--- config.mk ---
export PLATFORM = sky130hd
export DESIGN_NAME = ldct_top
export DESIGN_NICKNAME = d
export VERILOG_FILES = /design/src/pkg/ldct_pkg.sv /design/src/ldct_channel.sv /design/src/ldct_top.sv
export VERILOG_INCLUDE_DIRS = /design/src /design/src/pkg
export SDC_FILE = /design/constraint.sdc
export NUM_CORES = 1
export LEC_CHECK = 0
export BUFFER_PORTS_ARGS = -buffer_cell sky130_fd_sc_hd__clkbuf_2
export CORE_ASPECT_RATIO = 1.2
export CORE_MARGIN = 2
export CORE_UTILIZATION = 45
export CTS_CLUSTER_SIZE = 16
export DETAILED_ROUTE_END_ITERATION = 8
export GPL_ROUTABILITY_DRIVEN = 0
export SKIP_LAST_GASP = 1
export SYNTH_ARGS = -nofsm -noshare
export SYNTH_HDL_FRONTEND = slang
export SYNTH_HIERARCHICAL = 1
export SYNTH_SLANG_ARGS = --single-unit
--- constraint.sdc ---
create_clock -name clk_i -period 7.1 [get_ports clk_i]
set_input_delay 0.71 -clock clk_i [delete_from_list [all_inputs] [get_ports clk_i]]
set_output_delay 0.71 -clock clk_i [all_outputs]
set_load 0.005 [all_outputs]
--- src/pkg/ldct_map.svh ---
`ifndef LDCT_MAP_SVH
`define LDCT_MAP_SVH

// ----------------------------------------------------------------------
// clock and time base
// ----------------------------------------------------------------------
`define LDCT_CLK_HZ          40000000
`define LDCT_TICK_MS         10
`define LDCT_TICK_CYC        ((`LDCT_CLK_HZ / 1000) * `LDCT_TICK_MS)
`define LDCT_PULSE_MS        100
`define LDCT_PULSE_TICKS     (`LDCT_PULSE_MS / `LDCT_TICK_MS)
`define LDCT_QSEC_TICKS      25
`define LDCT_SEC_TICKS       100
`define LDCT_DELAY_MAX_S     30
`define LDCT_DELAY_CAP_S     63
`define LDCT_EXT_MAX_Q       63
`define LDCT_TUNE_MS         2000
`define LDCT_TUNE_TICKS      (`LDCT_TUNE_MS / `LDCT_TICK_MS)
`define LDCT_HOLD_TICKS      18000

// ----------------------------------------------------------------------
// sensitivity thresholds, in units of 0.001 percent change
// ----------------------------------------------------------------------
`define LDCT_THR_LOW         16'h00fa
`define LDCT_THR_MID         16'h0064
`define LDCT_THR_HIGH        16'h0014
`define LDCT_THR_FLOOR       16'h0064
`define LDCT_TRACK_STEP      16'h0001

// ----------------------------------------------------------------------
// register map
// ----------------------------------------------------------------------
`define LDCT_REG_CTRL        8'h00
`define LDCT_REG_STAT        8'h04
`define LDCT_REG_CHCFG0      8'h10
`define LDCT_CHCFG_STRIDE    8'h04
`define LDCT_CTRL_DELAY_EN   0
`define LDCT_CTRL_EXT_EN     1
`define LDCT_CFG_MODE_LSB    0
`define LDCT_CFG_SENS_LSB    2
`define LDCT_CFG_FREQ_LSB    4
`define LDCT_CFG_DELAY_LSB   8
`define LDCT_CFG_EXT_LSB     16
`define LDCT_CFG_RESET       32'h00000001

`endif

--- src/pkg/ldct_pkg.sv ---
package ldct_pkg;
    typedef enum logic [1:0] {
        LDCT_MODE_OFF      = 2'h0,
        LDCT_MODE_PRESENCE = 2'h1,
        LDCT_MODE_PULSE    = 2'h2
    } ldct_mode_t;

    typedef enum logic [1:0] {
        LDCT_SENS_LOW  = 2'h0,
        LDCT_SENS_MID  = 2'h1,
        LDCT_SENS_HIGH = 2'h2
    } ldct_sens_t;

    typedef enum {
        LDCT_ST_TUNE,
        LDCT_ST_IDLE,
        LDCT_ST_DELAY,
        LDCT_ST_CALL,
        LDCT_ST_EXTEND,
        LDCT_ST_PULSE,
        LDCT_ST_WAIT_CLEAR
    } ldct_state_t;
endpackage

--- src/ldct_channel.sv ---
`include "ldct_map.svh"

module ldct_channel (
    input  wire logic        clk_i,
    input  wire logic        rst_i,
    input  wire logic        tick_i,
    input  wire logic        qsec_i,
    input  wire logic        sec_i,
    input  wire logic [15:0] change_i,
    input  wire logic        loop_open_i,
    input  wire logic [31:0] cfg_i,
    input  wire logic        delay_en_i,
    input  wire logic        ext_en_i,
    output logic             call_n_o,
    output logic             led_o,
    output logic             tuned_o,
    output logic             detect_o
);
    // ------------------------------------------------------------------
    // configuration fields
    // ------------------------------------------------------------------
    ldct_pkg::ldct_mode_t mode;
    ldct_pkg::ldct_sens_t sens;
    logic [5:0]           delay_s;
    logic [5:0]           ext_q;
    logic [15:0]          thr;
    logic [15:0]          baseline_reg;
    logic [15:0]          net_change;
    logic                 detect;
    logic [14:0]          hold_reg;
    logic [7:0]           tune_reg;
    logic [6:0]           tmr_reg;
    logic                 call_reg;
    ldct_pkg::ldct_state_t state_reg;

    assign mode    = ldct_pkg::ldct_mode_t'(cfg_i[`LDCT_CFG_MODE_LSB +: 2]);
    assign sens    = ldct_pkg::ldct_sens_t'(cfg_i[`LDCT_CFG_SENS_LSB +: 2]);
    // delay setting is clamped to the adjustable span
    assign delay_s = (cfg_i[`LDCT_CFG_DELAY_LSB +: 6] > 6'(`LDCT_DELAY_MAX_S)) ?
                     6'(`LDCT_DELAY_MAX_S) : cfg_i[`LDCT_CFG_DELAY_LSB +: 6];
    assign ext_q   = cfg_i[`LDCT_CFG_EXT_LSB +: 6];

    // ------------------------------------------------------------------
    // threshold and tracking
    // ------------------------------------------------------------------
    always_comb begin
        case (sens)
            ldct_pkg::LDCT_SENS_LOW:  thr = `LDCT_THR_LOW;
            ldct_pkg::LDCT_SENS_MID:  thr = `LDCT_THR_MID;
            ldct_pkg::LDCT_SENS_HIGH: thr = `LDCT_THR_HIGH;
            default:                  thr = `LDCT_THR_LOW;
        endcase
    end

    assign net_change = (change_i > baseline_reg) ? (change_i - baseline_reg) : 16'h0000;
    assign detect     = (net_change >= thr) && (state_reg != ldct_pkg::LDCT_ST_TUNE);

    // baseline follows slow drift while no vehicle is seen, or after a three-minute hold
    always_ff @(posedge clk_i) begin
        if (rst_i) begin
            baseline_reg <= 16'h0000;
        end else if (state_reg == ldct_pkg::LDCT_ST_TUNE) begin
            baseline_reg <= change_i;
        end else if (sec_i && (!detect || hold_reg == 15'(`LDCT_HOLD_TICKS))) begin
            if (change_i > baseline_reg) begin
                baseline_reg <= baseline_reg + `LDCT_TRACK_STEP;
            end else if (change_i < baseline_reg) begin
                baseline_reg <= baseline_reg - `LDCT_TRACK_STEP;
            end
        end
    end

    // presence hold: tracking frozen for the first three minutes of a detection, so a call holds past three minutes
    always_ff @(posedge clk_i) begin
        if (rst_i || !detect) begin
            hold_reg <= 15'h0000;
        end else if (tick_i && hold_reg != 15'(`LDCT_HOLD_TICKS)) begin
            hold_reg <= hold_reg + 15'h0001;
        end
    end

    // ------------------------------------------------------------------
    // call sequencer
    // ------------------------------------------------------------------
    always_ff @(posedge clk_i) begin
        if (rst_i) begin
            state_reg <= ldct_pkg::LDCT_ST_TUNE;
            tune_reg  <= 8'h00;
            tmr_reg   <= 7'h00;
        end else begin
            case (state_reg)
                ldct_pkg::LDCT_ST_TUNE: begin
                    if (tick_i) begin
                        tune_reg <= tune_reg + 8'h01;
                    end
                    if (tune_reg == 8'(`LDCT_TUNE_TICKS)) begin
                        state_reg <= ldct_pkg::LDCT_ST_IDLE;
                    end
                end
                ldct_pkg::LDCT_ST_IDLE: begin
                    tmr_reg <= 7'h00;
                    if (detect && mode != ldct_pkg::LDCT_MODE_OFF) begin
                        if (mode == ldct_pkg::LDCT_MODE_PULSE) begin
                            state_reg <= ldct_pkg::LDCT_ST_PULSE;
                        end else if (delay_en_i && delay_s != 6'h00) begin
                            state_reg <= ldct_pkg::LDCT_ST_DELAY;
                        end else begin
                            state_reg <= ldct_pkg::LDCT_ST_CALL;
                        end
                    end
                end
                ldct_pkg::LDCT_ST_DELAY: begin
                    if (!detect) begin
                        state_reg <= ldct_pkg::LDCT_ST_IDLE;
                    end else if (tmr_reg[5:0] >= delay_s) begin
                        state_reg <= ldct_pkg::LDCT_ST_CALL;
                        tmr_reg   <= 7'h00;
                    end else if (sec_i) begin
                        tmr_reg <= tmr_reg + 7'h01;
                    end
                end
                ldct_pkg::LDCT_ST_CALL: begin
                    tmr_reg <= 7'h00;
                    if (!detect) begin
                        state_reg <= (ext_en_i && ext_q != 6'h00) ?
                                     ldct_pkg::LDCT_ST_EXTEND : ldct_pkg::LDCT_ST_IDLE;
                    end
                end
                ldct_pkg::LDCT_ST_EXTEND: begin
                    if (detect) begin
                        state_reg <= ldct_pkg::LDCT_ST_CALL;
                    end else if (tmr_reg[5:0] >= ext_q) begin
                        state_reg <= ldct_pkg::LDCT_ST_IDLE;
                    end else if (qsec_i) begin
                        tmr_reg <= tmr_reg + 7'h01;
                    end
                end
                ldct_pkg::LDCT_ST_PULSE: begin
                    if (tmr_reg >= 7'(`LDCT_PULSE_TICKS)) begin
                        state_reg <= ldct_pkg::LDCT_ST_WAIT_CLEAR;
                    end else if (tick_i) begin
                        tmr_reg <= tmr_reg + 7'h01;
                    end
                end
                ldct_pkg::LDCT_ST_WAIT_CLEAR: begin
                    if (!detect) begin
                        state_reg <= ldct_pkg::LDCT_ST_IDLE;
                    end
                end
                default: state_reg <= ldct_pkg::LDCT_ST_IDLE;
            endcase
            if (mode == ldct_pkg::LDCT_MODE_OFF && state_reg != ldct_pkg::LDCT_ST_TUNE) begin
                state_reg <= ldct_pkg::LDCT_ST_IDLE;
            end
        end
    end

    // ------------------------------------------------------------------
    // outputs
    // ------------------------------------------------------------------
    always_ff @(posedge clk_i) begin
        if (rst_i) begin
            call_reg <= 1'b0;
            led_o    <= 1'b0;
            detect_o <= 1'b0;
            tuned_o  <= 1'b0;
        end else begin
            if (mode == ldct_pkg::LDCT_MODE_OFF) begin
                call_reg <= 1'b0;
            end else if (loop_open_i) begin
                call_reg <= 1'b1;
            end else begin
                call_reg <= (state_reg == ldct_pkg::LDCT_ST_CALL) ||
                            (state_reg == ldct_pkg::LDCT_ST_EXTEND) ||
                            (state_reg == ldct_pkg::LDCT_ST_PULSE);
            end
            led_o    <= detect && mode != ldct_pkg::LDCT_MODE_OFF;
            detect_o <= detect;
            tuned_o  <= state_reg != ldct_pkg::LDCT_ST_TUNE;
        end
    end

    assign call_n_o = ~call_reg;
endmodule

--- src/ldct_top.sv ---
`include "ldct_map.svh"

// How it works
// - a per-channel mode field selects presence or pulse call operation.
// - pulse mode gives one call pulse of 100 ms per detection.
// - the off mode disables the channel so it never calls.
// - optional delay withholds the call after entry, never beyond 63 s.
// - delay is set 0 to 30 s in one-second steps.
// - optional extension holds the call after the vehicle leaves.
// - extension is set 0 to 15.75 s in quarter-second steps.
// - delay and extension enables are module wide, shared by all channels.
// - each channel has three selectable sensitivity thresholds.
// - change over threshold drives the active-low call within 20 ms.
// - when the change goes the call releases within 20 ms.
// - least sensitive setting holds a 1.0 percent call three minutes.
// - most sensitive setting holds a 0.02 percent call three minutes.
// - an open loop forces a continuous call unless the mode is off.
// - channels self-tune after power up, well inside three minutes.
// - after reset each channel retunes and resumes with no help.
// - each channel drives a detection indicator.
// - lowest sensitivity ignores changes below 0.1 percent.
// - tracking follows drift of 0.001 percent per second silently.
// - each channel selects among at least three loop frequencies.
module ldct_top #(
    parameter int NCH      = 4,
    parameter int TICK_CYC = `LDCT_TICK_CYC
) (
    input  wire logic             clk_i,
    input  wire logic             rst_i,
    input  wire logic [31:0]      wb_adr_i,
    input  wire logic [31:0]      wb_dat_i,
    output logic      [31:0]      wb_dat_o,
    input  wire logic             wb_we_i,
    input  wire logic [3:0]       wb_sel_i,
    input  wire logic             wb_cyc_i,
    input  wire logic             wb_stb_i,
    output logic                  wb_ack_o,
    input  wire logic [NCH*16-1:0] change_i,
    input  wire logic [NCH-1:0]   loop_open_i,
    output logic      [NCH*2-1:0] freq_sel_o,
    output logic      [NCH-1:0]   call_n_o,
    output logic      [NCH-1:0]   led_o
);
    // ------------------------------------------------------------------
    // common time base
    // ------------------------------------------------------------------
    logic [18:0] div_reg;
    logic [6:0]  sub_reg;
    logic        tick;
    logic        qsec;
    logic        sec;
    logic [1:0]  q_reg;

    assign tick = div_reg == 19'(TICK_CYC - 1);
    assign qsec = tick && sub_reg == 7'(`LDCT_QSEC_TICKS - 1);
    assign sec  = qsec && q_reg == 2'h3;

    always_ff @(posedge clk_i) begin
        if (rst_i) begin
            div_reg <= 19'h00000;
            sub_reg <= 7'h00;
            q_reg   <= 2'h0;
        end else begin
            div_reg <= tick ? 19'h00000 : div_reg + 19'h00001;
            if (tick) begin
                sub_reg <= qsec ? 7'h00 : sub_reg + 7'h01;
            end
            if (qsec) begin
                q_reg <= q_reg + 2'h1;
            end
        end
    end

    // ------------------------------------------------------------------
    // registers
    // ------------------------------------------------------------------
    logic [1:0]  ctrl_reg;
    logic [31:0] cfg_reg [NCH];
    logic [NCH-1:0] tuned;
    logic [NCH-1:0] det;
    logic        req;
    logic [7:0]  adr;
    logic [31:0] rd_next;

    assign req = wb_cyc_i && wb_stb_i && !wb_ack_o;
    assign adr = wb_adr_i[7:0];

    always_ff @(posedge clk_i) begin
        if (rst_i) begin
            wb_ack_o <= 1'b0;
        end else begin
            wb_ack_o <= req;
        end
    end

    always_ff @(posedge clk_i) begin
        if (rst_i) begin
            ctrl_reg <= 2'h0;
        end else if (req && wb_we_i && wb_sel_i[0] && adr == `LDCT_REG_CTRL) begin
            ctrl_reg <= wb_dat_i[1:0];
        end
    end

    genvar g;
    generate
        for (g = 0; g < NCH; g++) begin : g_ch
            logic [7:0] cfg_adr;
            assign cfg_adr = `LDCT_REG_CHCFG0 + 8'(g * `LDCT_CHCFG_STRIDE);
            always_ff @(posedge clk_i) begin
                if (rst_i) begin
                    cfg_reg[g] <= `LDCT_CFG_RESET;
                end else if (req && wb_we_i && adr == cfg_adr) begin
                    for (int b = 0; b < 4; b++) begin
                        if (wb_sel_i[b]) begin
                            cfg_reg[g][b*8 +: 8] <= wb_dat_i[b*8 +: 8];
                        end
                    end
                end
            end
            assign freq_sel_o[g*2 +: 2] = cfg_reg[g][`LDCT_CFG_FREQ_LSB +: 2];

            ldct_channel u_ch (
                .clk_i       (clk_i),
                .rst_i       (rst_i),
                .tick_i      (tick),
                .qsec_i      (qsec),
                .sec_i       (sec),
                .change_i    (change_i[g*16 +: 16]),
                .loop_open_i (loop_open_i[g]),
                .cfg_i       (cfg_reg[g]),
                .delay_en_i  (ctrl_reg[`LDCT_CTRL_DELAY_EN]),
                .ext_en_i    (ctrl_reg[`LDCT_CTRL_EXT_EN]),
                .call_n_o    (call_n_o[g]),
                .led_o       (led_o[g]),
                .tuned_o     (tuned[g]),
                .detect_o    (det[g])
            );
        end
    endgenerate

    always_comb begin
        rd_next = 32'h00000000;
        if (adr == `LDCT_REG_CTRL) begin
            rd_next = {30'h00000000, ctrl_reg};
        end else if (adr == `LDCT_REG_STAT) begin
            rd_next = {16'h0000, 8'(tuned), 8'(det)};
        end else begin
            for (int i = 0; i < NCH; i++) begin
                if (adr == `LDCT_REG_CHCFG0 + 8'(i * `LDCT_CHCFG_STRIDE)) begin
                    rd_next = cfg_reg[i];
                end
            end
        end
    end

    always_ff @(posedge clk_i) begin
        if (rst_i) begin
            wb_dat_o <= 32'h00000000;
        end else if (req && !wb_we_i) begin
            wb_dat_o <= rd_next;
        end
    end
endmodule

Yosys cells after proc, flatten, opt, wreduce, memory -nomap -nowiden:

Memory sizes are Yosys's and may differ from the RTL's.
Index checks and enable logic that the tools add are counted.

* reductions and logical operators: 136
* magnitude comparators: 28
* bitwise gates (word level): 20
* multiplexer cells: 201
* equal/unequal tests: 152
* add/subtract/negate cells: 27

Operator list (number)
* two-way mux 32 bit: 46
* case mux 32 bit (7 select lines): 4
* == test 32 x 3 -> 1 bit (second input constant): 16
* two-way mux 16 bit: 20
* == test 32 x 2 -> 1 bit (second input constant): 8
* == test 32 x 4 -> 1 bit (second input constant): 8
* logical NOT 32 bit: 8
* two-way mux 7 bit: 33
* == test 32 x 1 -> 1 bit (second input constant): 4
* two-way mux 8 bit: 16
* nonzero test 32 bit: 4
* case mux 7 bit (4 select lines): 4
* two-way mux 1 bit: 66
* adder 16 x 1 -> 16 bit (second input constant): 4
* greater-or-equal comparator 16 x 8 -> 1 bit: 4
* > comparator 16 bit: 4
* less-than comparator 16 bit: 4
* case mux 8 bit (2 select lines): 4
* subtractor 16 x 1 -> 16 bit (second input constant): 4
* subtractor 16 bit: 4
* adder 15 x 1 -> 15 bit (second input constant): 4
* == test 15 bit (second input constant): 4
* != test 15 bit (second input constant): 4
* AND reduction 7 bit: 8
* 37 further kinds: 279

* output and inout bits: 49
* memory bits (writable): 128
* bits in registers: 391
* memories: 1
* input port bits: 141
* logic and storage cells: 611

Memories
* cfg_reg: depth 4, width 32, read ports 4, clocked after Yosys merged registers in 0, write ports 4, RTL line ldct_top.sv:78 `logic [31:0] cfg_reg [NCH];`

Depth between registers and ports, before layout:

An unclocked memory read counts as a cell.

* word-level depth: 10
* gate-level depth with buffers: 23
* depth with buffers taken out: 21

Cells and area by module:

The synthesis kept the hierarchy.

By module, submodules not included
* ldct_channel (g_ch[0].u_ch ...): cells an instance 644, area an instance 4927.2 µm², seq. area each 1061.0 µm², times used 3
* ldct_top: cells an instance 794, area an instance 8996.1 µm², seq. area each 5104.9 µm², times used 1
* ldct_channel (g_ch[1].u_ch): cells an instance 639, area an instance 4923.5 µm², seq. area each 1061.0 µm², times used 1

Worst setup path after synthesis:

No wires, ideal clock.

* path type: input port to flip-flop
* from: input port change_i[25]
* to: register g_ch[1].u_ch.tmr_reg[1]
* data required time: 6.979 ns
* arrival time: 5.221 ns
* buffers on the path: 1
* stages: 18
* setup time: 0.121 ns
* slack: 1.758 ns
* cell sequence: ha_1 -> clkbuf_1 -> and2_1 -> nand4_1 -> or4_1 -> nand2_2 -> nor3_1 -> ha_1 -> o21a_1 -> o21a_1 -> o21a_1 -> a221oi_1 -> o2111ai_1 -> or4_4 -> o21ai_2 -> mux2i_2 -> o21ai_2 -> mux2_2

* longest elaborated chain between the ends: 6
* elaborated cells on any way between the ends: 8
* those cells by class: add/sub (1); order compare (2); eq/ne (2); mux (1); reduce/logical (2)

Ends and longest elaborated chain
* start: declaration: RTL line ldct_top.sv:38 `input wire logic [NCH*16-1:0] change_i,`
* subtractor 16 bit / > comparator 16 bit (equally long branches): RTL line ldct_channel.sv:55 `assign net_change = (change_i > baseline_reg) ? (change_i - baseline_reg) : 16'h0000;`
* two-way mux 16 bit (*): RTL line ldct_channel.sv:55
* greater-or-equal comparator 16 x 8 -> 1 bit (*): RTL line ldct_channel.sv:56 `assign detect = (net_change >= thr) && (state_reg != ldct_pkg::LDCT_ST_TUNE);`
* logical AND 1 bit (*): RTL line ldct_channel.sv:56
* != test 2 bit (no line) / != test 2 x 1 -> 1 bit (equally long branches)
* AND reduction 8 bit (no line) (*)
* end signal: assignment: RTL line ldct_channel.sv:119 `tmr_reg <= tmr_reg + 7'h01;`
* end signal: assignment: RTL line ldct_channel.sv:135 `tmr_reg <= tmr_reg + 7'h01;`
* end signal: assignment: RTL line ldct_channel.sv:142 `tmr_reg <= tmr_reg + 7'h01;`
* end: declaration: RTL line ldct_channel.sv:32 `logic [6:0] tmr_reg;`

Every way passes the cells marked *; elsewhere a longest branch is shown, timed or not.
A chain may end at the register's enable or synchronous reset.

Worst setup path in the final report:

* from: register g_ch[1].u_ch.baseline_reg[0]
* to: register g_ch[1].u_ch.baseline_reg[15]

* longest elaborated chain between the ends: 9
* elaborated cells on any way between the ends: 18
* those cells by class: add/sub (3); order compare (3); mux (5); reduce/logical (7)

Ends and longest elaborated chain
* start: declaration: RTL line ldct_channel.sv:27 `logic [15:0] baseline_reg;`
* start signal: assignment: RTL line ldct_channel.sv:63 `baseline_reg <= change_i;`
* start signal: assignment: RTL line ldct_channel.sv:66 `` baseline_reg <= baseline_reg + `LDCT_TRACK_STEP; ``
* start signal: assignment: RTL line ldct_channel.sv:68 `` baseline_reg <= baseline_reg - `LDCT_TRACK_STEP; ``
* subtractor 16 bit / > comparator 16 bit (equally long branches): RTL line ldct_channel.sv:55, ldct_channel.sv:65
* two-way mux 16 bit: RTL line ldct_channel.sv:55
* greater-or-equal comparator 16 x 8 -> 1 bit: RTL line ldct_channel.sv:56
* logical AND 1 bit: RTL line ldct_channel.sv:56
* logical NOT 1 bit: RTL line ldct_channel.sv:64 `` end else if (sec_i && (!detect || hold_reg == 15'(`LDCT_HOLD_TICKS))) begin ``
* logical OR 1 bit: RTL line ldct_channel.sv:64
* logical AND 1 bit: RTL line ldct_channel.sv:64
* nonzero test 2 bit (no line)
* AND reduction 2 bit (no line)

Parallel ways exist; a longest one is shown, timed or not. The select of a mux whose other input is x is not followed.

==> results by group <==
Run status
  • Outcome: finished, final reports clean

Global route
  • First-pass GRT wire length: 132000 µm
  • Largest net degree at the start of global routing: 100
  • Vias in the first global route: 24864
  • All-layer global routing usage: 24.9%
  • Initial antenna violation count: 3
  • GRT overflow: 0

Final layout
  • Area delta synth->final: 10.6%
  • Fin nets: 3856
  • Post-Layout Cell Count: 4338
  • # fillers: 6034
  • Fraction of layout cells with a size suffix above 1: 10.5%
  • Fin area: 31700 µm²
  • Commonest non-fill, non-tap cell in the layout: nor2_1
  • Most frequent cells in the layout: 299 x nor2_1, 275 x dfxtp_1, 250 x nand2_1
  • Max FFs per register: 128
  • Diodes inserted: 0

Synthesis
  • Synthesized area: 28700 µm²
  • Distinct cells, synth: 106
  • Adder-cell share of the synthesized area: 10.7%
  • Xor/xnor cell area share of the yosys netlist: 4.94%
  • Post-synthesis cell count: 3365
  • Largest family of logic cells by synthesized area: simple AND/OR/NAND/NOR gates
  • Complex-gate fraction of the synthesized area: 22.1%
  • Sequential fraction of the synthesis area: 32.6%
  • Area contributors post-synth: dfxtp_1 19%, edfxtp_1 13%, ha_1 10%, a21oi_1 3.9%, nor2_1 3.9%
  • Area share of the largest cell type after synthesis: 19.2%
  • Mapped Avg Cell Area: 8.53 µm²
  • Register bit total from synthesis: 403
  • Simple-gate share of the synthesized area: 23.7%
  • Syn_nets: 3746
  • FFs w/ async S/R, synth: 0%
  • Warning count from the yosys run: 6
  • Synth Flop Type: dfxtp_1
  • Post-synth EDFFs: 128
  • Leading area contributor after synthesis: dfxtp_1
  • Multiplexer share of the synthesized area: 0.915%

Routing
  • WL final: 84100 µm
  • Antenna-violating nets left: 0
  • DR iter-0 viols: 1522
  • DRC errors left: 0
  • Routed len/inst: 19.4 µm
  • Vias: 25701
  • Avg Vias per Cell: 5.92
  • DR pass1 iterations: 6

Min path
  • Hold WC Path Type: in -> reg
  • Hold Path Depth: 3
  • Hold EP: g_ch[3].u_ch/baseline_reg[13]$_SDFFE_PP0P_
  • Min-delay src: change_i[61]

Power and ir drop
  • Register share of total power: 25.2%
  • Sw frac: 43.2%
  • Combinational power share: 52.4%
  • Leakage power: 12.7 nW
  • Int Pwr: 0.00650 W
  • Total power: 0.0114 W
  • Max IR drop VDD: 0.000253 V
  • Pwr/cell area: 360 nW/µm²
  • Clk network pwr share: 22.5%
  • Psw: 0.00493 W

Floorplanning
  • Placeable Area: 63200 µm²
  • DIE HEIGHT: 281 µm
  • Initial Util: 45.4%
  • Num rows: 101
  • Die Area: 65800 µm²
  • Ports: 190
  • Die Wd: 235 µm

Setup path
  • Worst R2R Setup Slack: 1070 ps
  • Critical Path RT: 7630 ps
  • Worst Setup End Kind: flop
  • Startpoint Class: flop
  • CP max FO: 22
  • Reg2reg start: g_ch[1].u_ch/baseline_reg[0]$_SDFFE_PP0P_
  • RR Endpoint: g_ch[1].u_ch/baseline_reg[15]$_SDFFE_PP0P_
  • Setup CP Type: reg -> reg
  • Crit path arrival time: 6560 ps
  • R2R cell count: 20

CTS
  • # Post-CTS Setup Buffers: 0
  • CTS resizes: 0
  • Clock sinks: 403
  • CTS Buffer Depth: 3
  • H-tree levels: 2
  • Post-CTS Hold Buffers: 0
  • Clk root buf: clkbuf_16
  • Later-pin clock latency in the skew report: 590 ps
  • CTS tree: yes
  • CTS Buf Count: 48
  • Clock-pin slew on the worst setup and hold paths: 60 ps

STA
  • Setup-failing EPs final: 0
  • Max-Slew Margin vs Limit: 21.1%
  • Clock Skew: 19.1 ps
  • Unrepaired setup endpoints after global routing: no
  • Final TNS setup: 0 ps
  • Final Cycle Share: 84.9%
  • Post-route minimum period: 6030 ps
  • Final setup margin: 1070 ps
  • Fmax: 166 MHz
  • Slew Limit Fails: 0
  • Least-Margin Pin Slew: 1180 ps
  • Hold Fails Final Rpt: 0

Place
  • Post-DP Area: 30100 µm²
  • Pre-CTS worst setup slack: 763 ps
  • HPWL after detailed placement: 62300 µm
  • Port Buffers: 165
  • Post-placement cell count: 4249

Flow run
  • Max-cap violation count: 0
[synth_stat cells (16+ instances only)]
cell       number
nor3_1         61
dfxtp_1       275
nand3_1        86
a211oi_1       57
o221ai_1       17
clkbuf_1       69
xnor2_1        85
ha_1          232
buf_4          19
o21ai_1        22
inv_1         206
nand2_1       250
or4_1          18
and3_1         44
buf_2          25
o2bb2ai_1      18
nor4_1         21
nand4_1        58
or3_1          25
nand2b_1       71
o21ai_0       156
o21a_1         17
o31ai_1        43
a21oi_1       226
and2_1        143
a2bb2oi_1      24
a311oi_1       24
edfxtp_1      128
xor2_1         77
nor2_1        301
mux2i_1        17
nor2b_1        55
a21o_1         70
nor3b_1        16
o22ai_1        24
a31oi_1        34
[critical path: stages (launching register included)]
cell and delay (ps):
dfxtp_1 450, ha_1 210, inv_1 60, fa_1 420, a211oi_1 330, o21ai_1 160
nand2_1 160, o211ai_2 180, nand2_2 460, nor3_1 170, ha_1 330, o21a_1 200
o21a_1 180, o21a_1 100, a221oi_1 330, o2111ai_1 160, or4_4 600, o211ai_4 200
and2_1 650, or2_1 380, o221a_4 220
[layout make-up]
class	instances	area [µm²]	area share, %
timing repair buffer	190	1020	3.21
clock inverter	27	298	0.938
tap	824	1030	3.25
sequential	403	9350	29.4
inverter	206	773	2.44
clock buffer	62	1330	4.18
multi-input combinational	2626	18000	56.5
[how the worst max path moves through the flow]
stage,slack (ps),endpoint,depth (start not counted),startpoint
after floorplan,1760,g_ch[1].u_ch/tmr_reg[1]$_SDFFE_PP0P_,18,change_i[25]
after CTS,1150,g_ch[1].u_ch/baseline_reg[15]$_SDFFE_PP0P_,20,g_ch[1].u_ch/baseline_reg[0]$_SDFFE_PP0P_
final,1070,g_ch[1].u_ch/baseline_reg[15]$_SDFFE_PP0P_,20,g_ch[1].u_ch/baseline_reg[0]$_SDFFE_PP0P_
after global placement,850,g_ch[1].u_ch/baseline_reg[15]$_SDFFE_PP0P_,18,change_i[26]
after global routing,730,g_ch[1].u_ch/baseline_reg[15]$_SDFFE_PP0P_,20,g_ch[1].u_ch/baseline_reg[0]$_SDFFE_PP0P_
after detailed placement,760,g_ch[1].u_ch/baseline_reg[15]$_SDFFE_PP0P_,18,change_i[26]
[per-stage QoR]
step                hold WS, ps  utilization [%]
floorplan                   426                -
global placement            438             47.7
detailed placement          446             47.7
CTS                         355             50.2
global route                391             50.2
finish                      391             50.2
[power groups by stage]
stage	Clock [W]	Combinational [W]	Sequential, W
finish	0.00257	0.00599	0.00288
global route	0.00270	0.00666	0.00291
CTS	0.00262	0.00591	0.00287
detailed placement	0	0.00587	0.00292
global placement	0	0.00569	0.00291
floorplan	0	0.00466	0.00280
[kinds of logic (layout without fill, tap and decap cells)]
| logic type | after synthesis | in the layout |
|---|---|---|
| XOR/XNOR | 162 | 162 |
| adder cells (fa/ha/maj) | 240 | 240 |
| other | 4 | 4 |
| multiplexers | 24 | 24 |
| buffers and inverters | 336 | 485 |
| AO/OA/AOI/OAI | 931 | 931 |
| flip-flops | 403 | 403 |
| AND/OR/NAND/NOR | 1265 | 1265 |
[per-layer routing]
layer	up-vias	part of all wire, %	GRT usage [%]
li1	12550	-	-
met1	12344	43	31.6
met2	667	49	44.0
met3	134	5.0	3.18
met4	6	2.6	7.08
met5	-	0.039	0
Power figures use the tool's default switching activity.
